**config.mk**
```make
export PLATFORM = sky130hd
export DESIGN_NAME = i2c_register_access_slave
export DESIGN_NICKNAME = d
export VERILOG_FILES = /design/src/logic/i2c_target_pkg.sv /design/src/logic/pin_sync.sv /design/src/logic/i2c_register_access_slave.sv
export SDC_FILE = /design/constraint.sdc
export NUM_CORES = 1
export LEC_CHECK = 0
export BUFFER_PORTS_ARGS = -buffer_cell sky130_fd_sc_hd__buf_2
export CORE_AREA = 4 4 102 75
export CTS_CLUSTER_SIZE = 30
export DETAILED_ROUTE_END_ITERATION = 12
export DIE_AREA = 0 0 106 79
export SETUP_SLACK_MARGIN = 0.3
export SLEW_MARGIN = 20
export SYNTH_ARGS = -nofsm -noshare
export SYNTH_HDL_FRONTEND = slang
export SYNTH_SLANG_ARGS = --single-unit
```
**constraint.sdc**
```tcl
create_clock -name clk -period 3.85 [get_ports clk]
set_clock_uncertainty 0.15 [all_clocks]
set_input_delay 0.1925 -clock clk [delete_from_list [all_inputs] [get_ports clk]]
set_output_delay 0.1925 -clock clk [all_outputs]
set_load 0.01 [all_outputs]
```
**src/logic/i2c_target_pkg.sv**
```systemverilog
package i2c_target_pkg;
  // Upper six address bits after reset
  localparam logic [5:0] ADDR_HI_RESET = 6'h0f;
  // Angular rate output window, pointer wraps low to high
  localparam logic [7:0] RATE_LO = 8'h0c;
  localparam logic [7:0] RATE_HI = 8'h11;
  // Bits per byte on the wire
  localparam logic [3:0] BYTE_BITS = 4'h8;

  // Bus frame states
  typedef enum logic [5:0] {
    ST_IDLE = 6'b000001,
    ST_ADDR = 6'b000010,
    ST_AACK = 6'b000100,
    ST_RECV = 6'b001000,
    ST_SEND = 6'b010000,
    ST_CACK = 6'b100000
  } frame_state_t;
endpackage : i2c_target_pkg

```
**src/logic/pin_sync.sv**
```systemverilog
`timescale 1ns/1ps
`default_nettype none
module pin_sync #(
  parameter int WIDTH = 3
) (
  // Clock and reset
  input wire logic clk,
  input wire logic rst,
  // Asynchronous inputs and their synchronised copies
  input wire logic [WIDTH-1:0] async_in,
  output logic [WIDTH-1:0] sync_out
);
  logic [WIDTH-1:0] stage1;
  logic [WIDTH-1:0] next_stage1;
  logic [WIDTH-1:0] next_sync;

  // Two flops; stage1 feeds only sync_out. Idle bus level is high
  always_comb begin
    next_stage1 = async_in;
    next_sync = stage1;
  end

  always_ff @(posedge clk) begin
    if (rst) begin
      stage1 <= '1;
      sync_out <= '1;
    end else begin
      stage1 <= next_stage1;
      sync_out <= next_sync;
    end
  end
endmodule : pin_sync
`default_nettype wire

```
**src/logic/i2c_register_access_slave.sv**
```systemverilog
// How it works
// - Byte after write address byte is stored as the register pointer.
// - Read returns the register selected by the earlier pointer byte.
// - First byte is seven address bits then direction, zero write.
// - Single read: pointer write, repeated start, read address, data, nack, stop.
// - Single write: address, pointer, data, each target acknowledged, stop.
// - Pointing at a rate output register requests a fresh measurement.
// - Pointer decrements after each read, wrapping from low to high rate register.
// - Address LSB follows the MISO pin, upper six from a stored field.
`timescale 1ns/1ps
`default_nettype none
module i2c_register_access_slave
  import i2c_target_pkg::*;
(
  // Clock and reset
  input wire logic clk,
  input wire logic rst,
  // Bus pins, open drain data
  input wire logic scl_in,
  input wire logic sda_in,
  output logic sda_out,
  output logic sda_oe,
  // Address strap and stored field
  input wire logic miso_in,
  input wire logic [5:0] addr_hi,
  // Register file port
  output logic [7:0] reg_addr,
  output logic [7:0] reg_wdata,
  output logic reg_we,
  input wire logic [7:0] reg_rdata,
  output logic rate_refresh
);
  logic scl;
  logic sda;
  logic miso;
  logic scl_d;
  logic sda_d;
  frame_state_t state;
  frame_state_t next_state;
  logic [3:0] bitcnt;
  logic [3:0] next_bitcnt;
  logic [7:0] shreg;
  logic [7:0] next_shreg;
  logic is_read;
  logic next_is_read;
  logic ptr_phase;
  logic next_ptr_phase;
  logic drive_low;
  logic next_drive_low;
  logic [7:0] next_reg_addr;
  logic [7:0] next_reg_wdata;
  logic next_reg_we;
  logic next_rate_refresh;
  logic [6:0] own_addr;
  logic start_cond;
  logic stop_cond;
  logic scl_rise;
  logic scl_fall;

  pin_sync #(.WIDTH(3)) u_sync (
    .clk(clk),
    .rst(rst),
    .async_in({scl_in, sda_in, miso_in}),
    .sync_out({scl, sda, miso})
  );

  // Bus event detection on synchronised levels
  always_comb begin
    start_cond = scl && scl_d && sda_d && !sda;
    stop_cond = scl && scl_d && !sda_d && sda;
    scl_rise = scl && !scl_d;
    scl_fall = !scl && scl_d;
    own_addr = {addr_hi, miso};
  end

  // Open drain: only ever pull low
  always_comb begin
    sda_out = 1'b0;
    sda_oe = drive_low;
  end

  // Frame sequencer
  always_comb begin
    next_state = state;
    next_bitcnt = bitcnt;
    next_shreg = shreg;
    next_is_read = is_read;
    next_ptr_phase = ptr_phase;
    next_drive_low = drive_low;
    next_reg_addr = reg_addr;
    next_reg_wdata = reg_wdata;
    next_reg_we = 1'b0;
    next_rate_refresh = 1'b0;
    if (start_cond) begin
      // Repeated start keeps the pointer for the read phase
      next_state = ST_ADDR;
      next_bitcnt = '0;
      next_drive_low = 1'b0;
    end else if (stop_cond) begin
      next_state = ST_IDLE;
      next_drive_low = 1'b0;
    end else begin
      case (state)
        ST_IDLE: begin
          next_drive_low = 1'b0;
        end
        ST_ADDR: begin
          if (scl_rise) begin
            next_shreg = {shreg[6:0], sda};
            next_bitcnt = bitcnt + 4'h1;
          end else if (scl_fall && bitcnt == BYTE_BITS) begin
            next_bitcnt = '0;
            if (shreg[7:1] == own_addr) begin
              next_is_read = shreg[0];
              next_ptr_phase = !shreg[0];
              next_drive_low = 1'b1;
              next_state = ST_AACK;
            end else begin
              next_state = ST_IDLE;
            end
          end
        end
        ST_AACK: begin
          // Ack clock ends; reads load data, writes release the line
          if (scl_fall) begin
            if (is_read) begin
              next_shreg = reg_rdata;
              next_drive_low = !reg_rdata[7];
              next_bitcnt = 4'h1;
              next_state = ST_SEND;
            end else begin
              next_drive_low = 1'b0;
              next_state = ST_RECV;
            end
          end
        end
        ST_RECV: begin
          if (scl_rise) begin
            next_shreg = {shreg[6:0], sda};
            next_bitcnt = bitcnt + 4'h1;
          end else if (scl_fall && bitcnt == BYTE_BITS) begin
            next_bitcnt = '0;
            next_drive_low = 1'b1;
            next_state = ST_AACK;
            if (ptr_phase) begin
              next_reg_addr = shreg;
              next_ptr_phase = 1'b0;
              next_rate_refresh = shreg >= RATE_LO && shreg <= RATE_HI;
            end else begin
              next_reg_wdata = shreg;
              next_reg_we = 1'b1;
            end
          end
        end
        ST_SEND: begin
          // Shift out MSB first, change data while clock is low
          if (scl_fall) begin
            if (bitcnt == BYTE_BITS) begin
              next_drive_low = 1'b0;
              next_bitcnt = '0;
              next_state = ST_CACK;
              next_reg_addr = (reg_addr == RATE_LO) ? RATE_HI : reg_addr - 8'h01;
            end else begin
              next_shreg = {shreg[6:0], 1'b0};
              next_drive_low = !shreg[6];
              next_bitcnt = bitcnt + 4'h1;
            end
          end
        end
        ST_CACK: begin
          // Controller ack continues, a nack ends the burst
          if (scl_rise) begin
            next_is_read = !sda;
          end else if (scl_fall) begin
            if (is_read) begin
              next_shreg = reg_rdata;
              next_drive_low = !reg_rdata[7];
              next_bitcnt = 4'h1;
              next_state = ST_SEND;
            end else begin
              next_state = ST_IDLE;
            end
          end
        end
        default: begin
          next_state = ST_IDLE;
        end
      endcase
    end
  end

  always_ff @(posedge clk) begin
    if (rst) begin
      state <= ST_IDLE;
      scl_d <= 1'b1;
      sda_d <= 1'b1;
      bitcnt <= '0;
      shreg <= '0;
      is_read <= 1'b0;
      ptr_phase <= 1'b0;
      drive_low <= 1'b0;
      reg_addr <= '0;
      reg_wdata <= '0;
      reg_we <= 1'b0;
      rate_refresh <= 1'b0;
    end else begin
      state <= next_state;
      scl_d <= scl;
      sda_d <= sda;
      bitcnt <= next_bitcnt;
      shreg <= next_shreg;
      is_read <= next_is_read;
      ptr_phase <= next_ptr_phase;
      drive_low <= next_drive_low;
      reg_addr <= next_reg_addr;
      reg_wdata <= next_reg_wdata;
      reg_we <= next_reg_we;
      rate_refresh <= next_rate_refresh;
    end
  end

  // Checks
  wrap_pointer_a: assert property (@(posedge clk) disable iff (rst)
    (state == ST_SEND && scl_fall && bitcnt == BYTE_BITS && reg_addr == RATE_LO) |=> reg_addr == RATE_HI)
    else $error("pointer did not wrap");
  dec_pointer_a: assert property (@(posedge clk) disable iff (rst)
    (state == ST_SEND && scl_fall && bitcnt == BYTE_BITS && reg_addr != RATE_LO && !start_cond && !stop_cond)
    |=> reg_addr == $past(reg_addr) - 8'h01)
    else $error("pointer did not decrement");
  mismatch_idle_a: assert property (@(posedge clk) disable iff (rst)
    (state == ST_ADDR && scl_fall && bitcnt == BYTE_BITS && shreg[7:1] != own_addr && !start_cond && !stop_cond)
    |=> state == ST_IDLE && !sda_oe)
    else $error("mismatch acknowledged");
  match_ack_a: assert property (@(posedge clk) disable iff (rst)
    (state == ST_ADDR && scl_fall && bitcnt == BYTE_BITS && shreg[7:1] == own_addr && !start_cond && !stop_cond)
    |=> sda_oe && is_read == $past(shreg[0]))
    else $error("address not acknowledged");
  refresh_range_a: assert property (@(posedge clk) disable iff (rst)
    rate_refresh |-> reg_addr >= RATE_LO && reg_addr <= RATE_HI)
    else $error("refresh outside rate window");
  write_pulse_a: assert property (@(posedge clk) disable iff (rst)
    reg_we |-> !rate_refresh ##1 !reg_we)
    else $error("write strobe too long");
  idle_release_a: assert property (@(posedge clk) disable iff (rst)
    state == ST_IDLE |=> !sda_oe)
    else $error("line held while idle");
  send_msb_a: assert property (@(posedge clk) disable iff (rst)
    (state == ST_AACK && is_read && scl_fall && !start_cond && !stop_cond) |=> sda_oe == !$past(reg_rdata[7]))
    else $error("wrong first data bit");
  cov_write_c: cover property (@(posedge clk) reg_we);
  cov_refresh_c: cover property (@(posedge clk) rate_refresh);
  cov_read_c: cover property (@(posedge clk) state == ST_CACK);
  cov_wrap_c: cover property (@(posedge clk) state == ST_SEND && scl_fall && bitcnt == BYTE_BITS && reg_addr == RATE_LO);
endmodule : i2c_register_access_slave
`default_nettype wire

```
After elaboration in Yosys (flattened, before gate mapping)
Index checks and enable logic that the tools add are counted.

storage, ports and cells
  register bits = 47
  input port bits = 19
  output and inout port bits = 20

cells by class
  add/sub/neg operators = 2
  order comparisons = 2
  equality and inequality tests = 35
  mux-type cells = 62
  bitwise operators = 7
  reduce and logical (&&, ||, !) cells = 35

operators with widths
  kind                   count
  $mux W8                12
  $mux W6                9
  $ne A4 B4 Y1 const B   9
  $pmux W6 S6            1
  $pmux W8 S4            1
  $mux W4                7
  $ne A2 B2 Y1 const B   14
  $mux W1                22
  $reduce_and A10 Y1     2
  $pmux W4 S4            1
  $pmux W8 S2            1
  $reduce_and A8 Y1      2
  $reduce_and A7 Y1      2
  $reduce_and A11 Y1     1
  $mux W5                2
  $logic_and A1 B1 Y1    9
  $eq A8 B4 Y1 const B   1
  $ge A8 B4 Y1 const B   1
  $le A8 B5 Y1 const B   1
  $sub A8 B1 Y8 const B  1
  $eq A7 B7 Y1           1
  $logic_not A1 Y1       7
  $not A1 Y1             7
  $reduce_or A7 Y1       1
  23 further kinds       28

Logic depth before layout (Yosys ltp)
  word-level depth = 8
  gate-level depth with buffers = 10
  mapped depth without buffers = 8

Cells and area by module
From an unflattened synthesis, not the netlist that was laid out.

second synthesis, totals
  cells, all modules = 330
  area total of the unflattened synthesis = 2743.9 µm²

modules (own cells, without submodules)
  module                     instances  cells each  area each (µm²)  sequential area each (µm²)
  i2c_register_access_slave  1          318         2586.2           820.8
  pin_sync                   1          12          157.7            120.1

Least setup slack after synthesis
Ideal clock, no wire load.

  path kind = flip-flop to flip-flop
  from = reg state[2]
  to = reg reg_addr[4]
  data arrival time = 2.003 ns
  required time = 3.568 ns
  setup slack = 1.565 ns
  cell stages (with the launch flop) = 8
  clock period less this slack = 2.285 ns
  cells stage by stage = dfxtp_1 buf_6 or4_4 or3b_4 buf_2 or3_1 o21ai_1 a211oi_1

between the ends
  longest elaborated chain between the ends = 3

ends and longest elaborated chain
  what                                                                 RTL line                          source
  from (decl)                                                          i2c_register_access_slave.sv:38   frame_state_t state;
  from (signal assigned)                                               i2c_register_access_slave.sv:207  state <= next_state;
  $eq A6 B4 Y1 / $eq A6 B5 Y1 (equally long branches)                  i2c_register_access_slave.sv:103  case (state)
  $ne A2 B2 Y1 (no line) / $reduce_bool A2 Y1 (equally long branches)  n/a
  $reduce_and A8 Y1 (no line)                                          n/a
  to (signal assigned)                                                 i2c_register_access_slave.sv:215  reg_addr <= next_reg_addr;
  to (decl)                                                            i2c_register_access_slave.sv:27   output logic [7:0] reg_addr,

Several ways; a longest one is shown, not always the timed one.
A chain may end at the register's enable or synchronous reset.

Worst setup path after layout
  from = reg state[5]
  to = reg shreg[2]

between the ends
  longest elaborated chain between the ends = 4

ends and longest elaborated chain
  what                                                                 RTL line                          source
  $eq A6 B4 Y1 / $eq A6 B2 Y1 (equally long branches)                  i2c_register_access_slave.sv:103
  $reduce_or A2 Y1 (no line)                                           n/a
  $ne A2 B1 Y1 (no line) / $reduce_bool A4 Y1 (equally long branches)  n/a
  $reduce_and A7 Y1 (no line)                                          n/a
  to (signal assigned)                                                 i2c_register_access_slave.sv:211  shreg <= next_shreg;
  to (decl)                                                            i2c_register_access_slave.sv:42   logic [7:0] shreg;

Several ways; a longest one is shown, not always the timed one.

==> results.yml <==
status:
  status: "finished clean"
setup_path:
  cp_slowest_cell: "nor3b_2"
  crit_type: "reg2reg"
  path_cells: "or4_4, nor3b_2, a21oi_2, o21ai_4, mux2i_1, nor2_1"
  cp.required_ns: 3.87
  slowest_delay_ns: 0.71
  path_max_fanout: 11
  cp.arrival_ns: 2.87
  end_kind: "flip-flop"
  path_delay_family: "simple AND/OR/NAND/NOR gates"
  cp-start-kind: "flip-flop"
  crit_buf_inv: 0
drt:
  drt_iter0_drc: 164
  wire_per_inst_um: 15.2
  drc: 0
  dr.pass1.iters: 4
  viasPerCell: 5.34
  antenna_left: 0
  drt_wl_total_mm: 6.47
  num_vias: 2275
logic_synthesis:
  synth_area_leader_cell: "dfxtp_1"
  async_flop_share: 0
  synth_top_area_share: 0.360
  yosys.area_share.simple: 0.259
  synth_ff_type: "dfxtp_1"
  synth_edf_count: 0
  synth_top_family_by_area: "simple AND/OR/NAND/NOR gates"
  synth_xor_area_frac: 0.0402
  yosys_warnings: 0
  synth_cell_types: 67
  ys_seq_elements: 47
  yosys-mux-area-fraction: 0.0862
  synth_area_per_cell_um2: 8.68
  synth_area_leaders: "dfxtp_1, mux2i_1, nor2_1"
  yosys.area_share.adder: 0.0144
  synth_compound_area_frac: 0.184
  ys_seq_area_frac: 0.360
  syn-num-nets: 323
  syn_area_um2: 2610
  synthCells: 301
timing:
  worst_pin_slew_ns: 0.857
  final-hold-violation-count: 0
  timing.hold.ws_ns: 0.0737
  fin_crit_sh: 0.739
  grt_setup_unrepaired: "no"
  finalCriticalPeriod_ns: 2.85
  tns_ns: 0
  slew_violations: 0
  slew_headroom: 0.426
  fmaxAchievable_ghz: 0.351
  finalSetupViolCount: 0
power:
  p_leak_nw: 1.15
  ir_drop_mv: 0.209
  fin_total_pwr_w: 0.00113
  powerDensity_nw_per_um2: 381
global_routing:
  grt_pass1_vias: 2056
  grt_pass1_wl_mm: 10.9
  grtUsageTotal: 0.160
  antenna_found_initial: 0
  grt_max_degree: 41
  overflow: 0
cts:
  numCtsBuffers: 5
  root_buffer: "clkbuf_8"
  cts_tree: "yes"
  cts_sinks: 47
  clock_latency_ns: 0.30
  clk_pin_slew_ns: 0.09
  cts_max_path_buffers: 2
  htree_levels: 2
die:
  num_io_pins: 39
  core_um2: 6630
  std_cell_rows: 25
  die_y_um: 79
  dieArea_um2: 8370
  start_util: 0.394
  die_x_um: 106
final_layout:
  nets: 353
  area_growth_pct: 13.5
  multi_input_area_um2: 1530
  seq_area_um2: 941
  post-route-util: 0.447
  fillers: 677
  final_cells: 426
  antenna_cells: 0
  drive_gt1_frac: 0.223
placement:
  dpl.hpwl_mm: 4.69
  place.gp.congestion: 0.834
  post-place-cells: 415
  io_buffers: 37
hold_path:
  min_path_type: "in2reg"
flow_run:
  maxCapViolCount: 0
==> cell type report <==
class                           count  area share
Sequential cell                    47       0.317
Inverter                           11      0.0139
Timing Repair Buffer               41      0.0751
Clock inverter                      3      0.0148
Clock buffer                        5      0.0232
Multi-Input combinational cell    225       0.516
Tap cell                           94      0.0397
==> final timing paths <==
path / startpoint / end / cells after the start / slack, ns
worst min register to register: u_sync.next_sync[0] / u_sync.sync_out[0] / 1 / 0.27
worst max register to register: state[5] / shreg[2] / 6 / 1.00
worst min-delay path: reg_rdata[1] / shreg[1] / 5 / 0.07
worst max-delay path: state[5] / shreg[2] / 6 / 1.00
==> where the power goes <==
part	internal [W]	total (W)	switching, W
clock	0.000194	0.000367	0.000173
combinational	0.0000995	0.000219	0.000119
sequential	0.000507	0.000543	0.0000357
total	0.000800	0.00113	0.000328
==> state kept, by name (all words and copies together) (netlist names), 3 cells and up <==
register	cells
reg_addr	8
u_sync.next_sync	3
state	6
shreg	8
reg_wdata	8
bitcnt	4
u_sync.sync_out	3
==> cell families (layout without fill, tap and decap cells) <==
kind of cell	after synthesis	count (layout)
compound gates	68	68
xor+xnor	12	12
fa+ha+maj	3	3
buf+inv	29	60
flops	47	47
mux	22	22
other cells	1	1
simple gates	119	119
==> cell usage after synthesis, types with 3 or more instances <==
library cell / instances
ha_1: 3
a211oi_1: 6
nand2_1: 15
buf_2: 6
a21oi_1: 13
nand3_1: 5
xnor2_1: 3
nor3_1: 9
buf_6: 3
clkbuf_1: 8
o21ai_1: 9
mux2i_1: 18
and2_1: 4
a22oi_1: 6
nand2b_1: 6
nor3b_1: 3
dfxtp_1: 47
mux2_2: 4
nor4_1: 4
xor2_1: 9
or4_1: 3
nor2_1: 38
inv_1: 11
o21ai_0: 8
or2_2: 9
==> layer usage <==
layer,vias to the layer above,GRT usage,routed length [µm]
li1,1139,-,-
met1,1072,0.253,3560
met4,0,0.0388,45
met5,-,0,0
met2,59,0.218,2550
met3,5,0.0333,315
==> per-stage QoR <==
| step | setup slack (ns) | area (µm²) |
|---|---|---|
| 2_1_floorplan | 1.56 | 2610 |
| 3_3_place_gp | 1.11 | 2820 |
| 3_5_place_dp | 1.06 | 2820 |
| 4_1_cts | 1.03 | 2970 |
| 5_1_grt | 0.802 | 2970 |
| 6_report | 1.00 | 2970 |
==> placed cells by master (no fill, tap or decap), types with 8 or more instances in the layout <==
master   count
a21oi_1     13
buf_2       37
dfxtp_1     47
inv_1       11
mux2i_1     18
nand2_1     15
nor2_1      38
nor3_1       9
o21ai_0      8
o21ai_1      9
or2_2        9
xor2_1       9
==> timing repair <==
item,in CTS,in global routing
hold endpoints to repair,3,0
hold buffers,3,0
resized for setup,0,0
buffers inserted,0,0
==> worst register-to-register path: stages, from the launching register on <==
cell     delay [ns]
dfxtp_1        0.46
or4_4          0.55
nor3b_2        0.71
a21oi_2        0.15
o21ai_4        0.39
mux2i_1        0.23
nor2_1         0.06
Power figures use the tool's default switching activity.
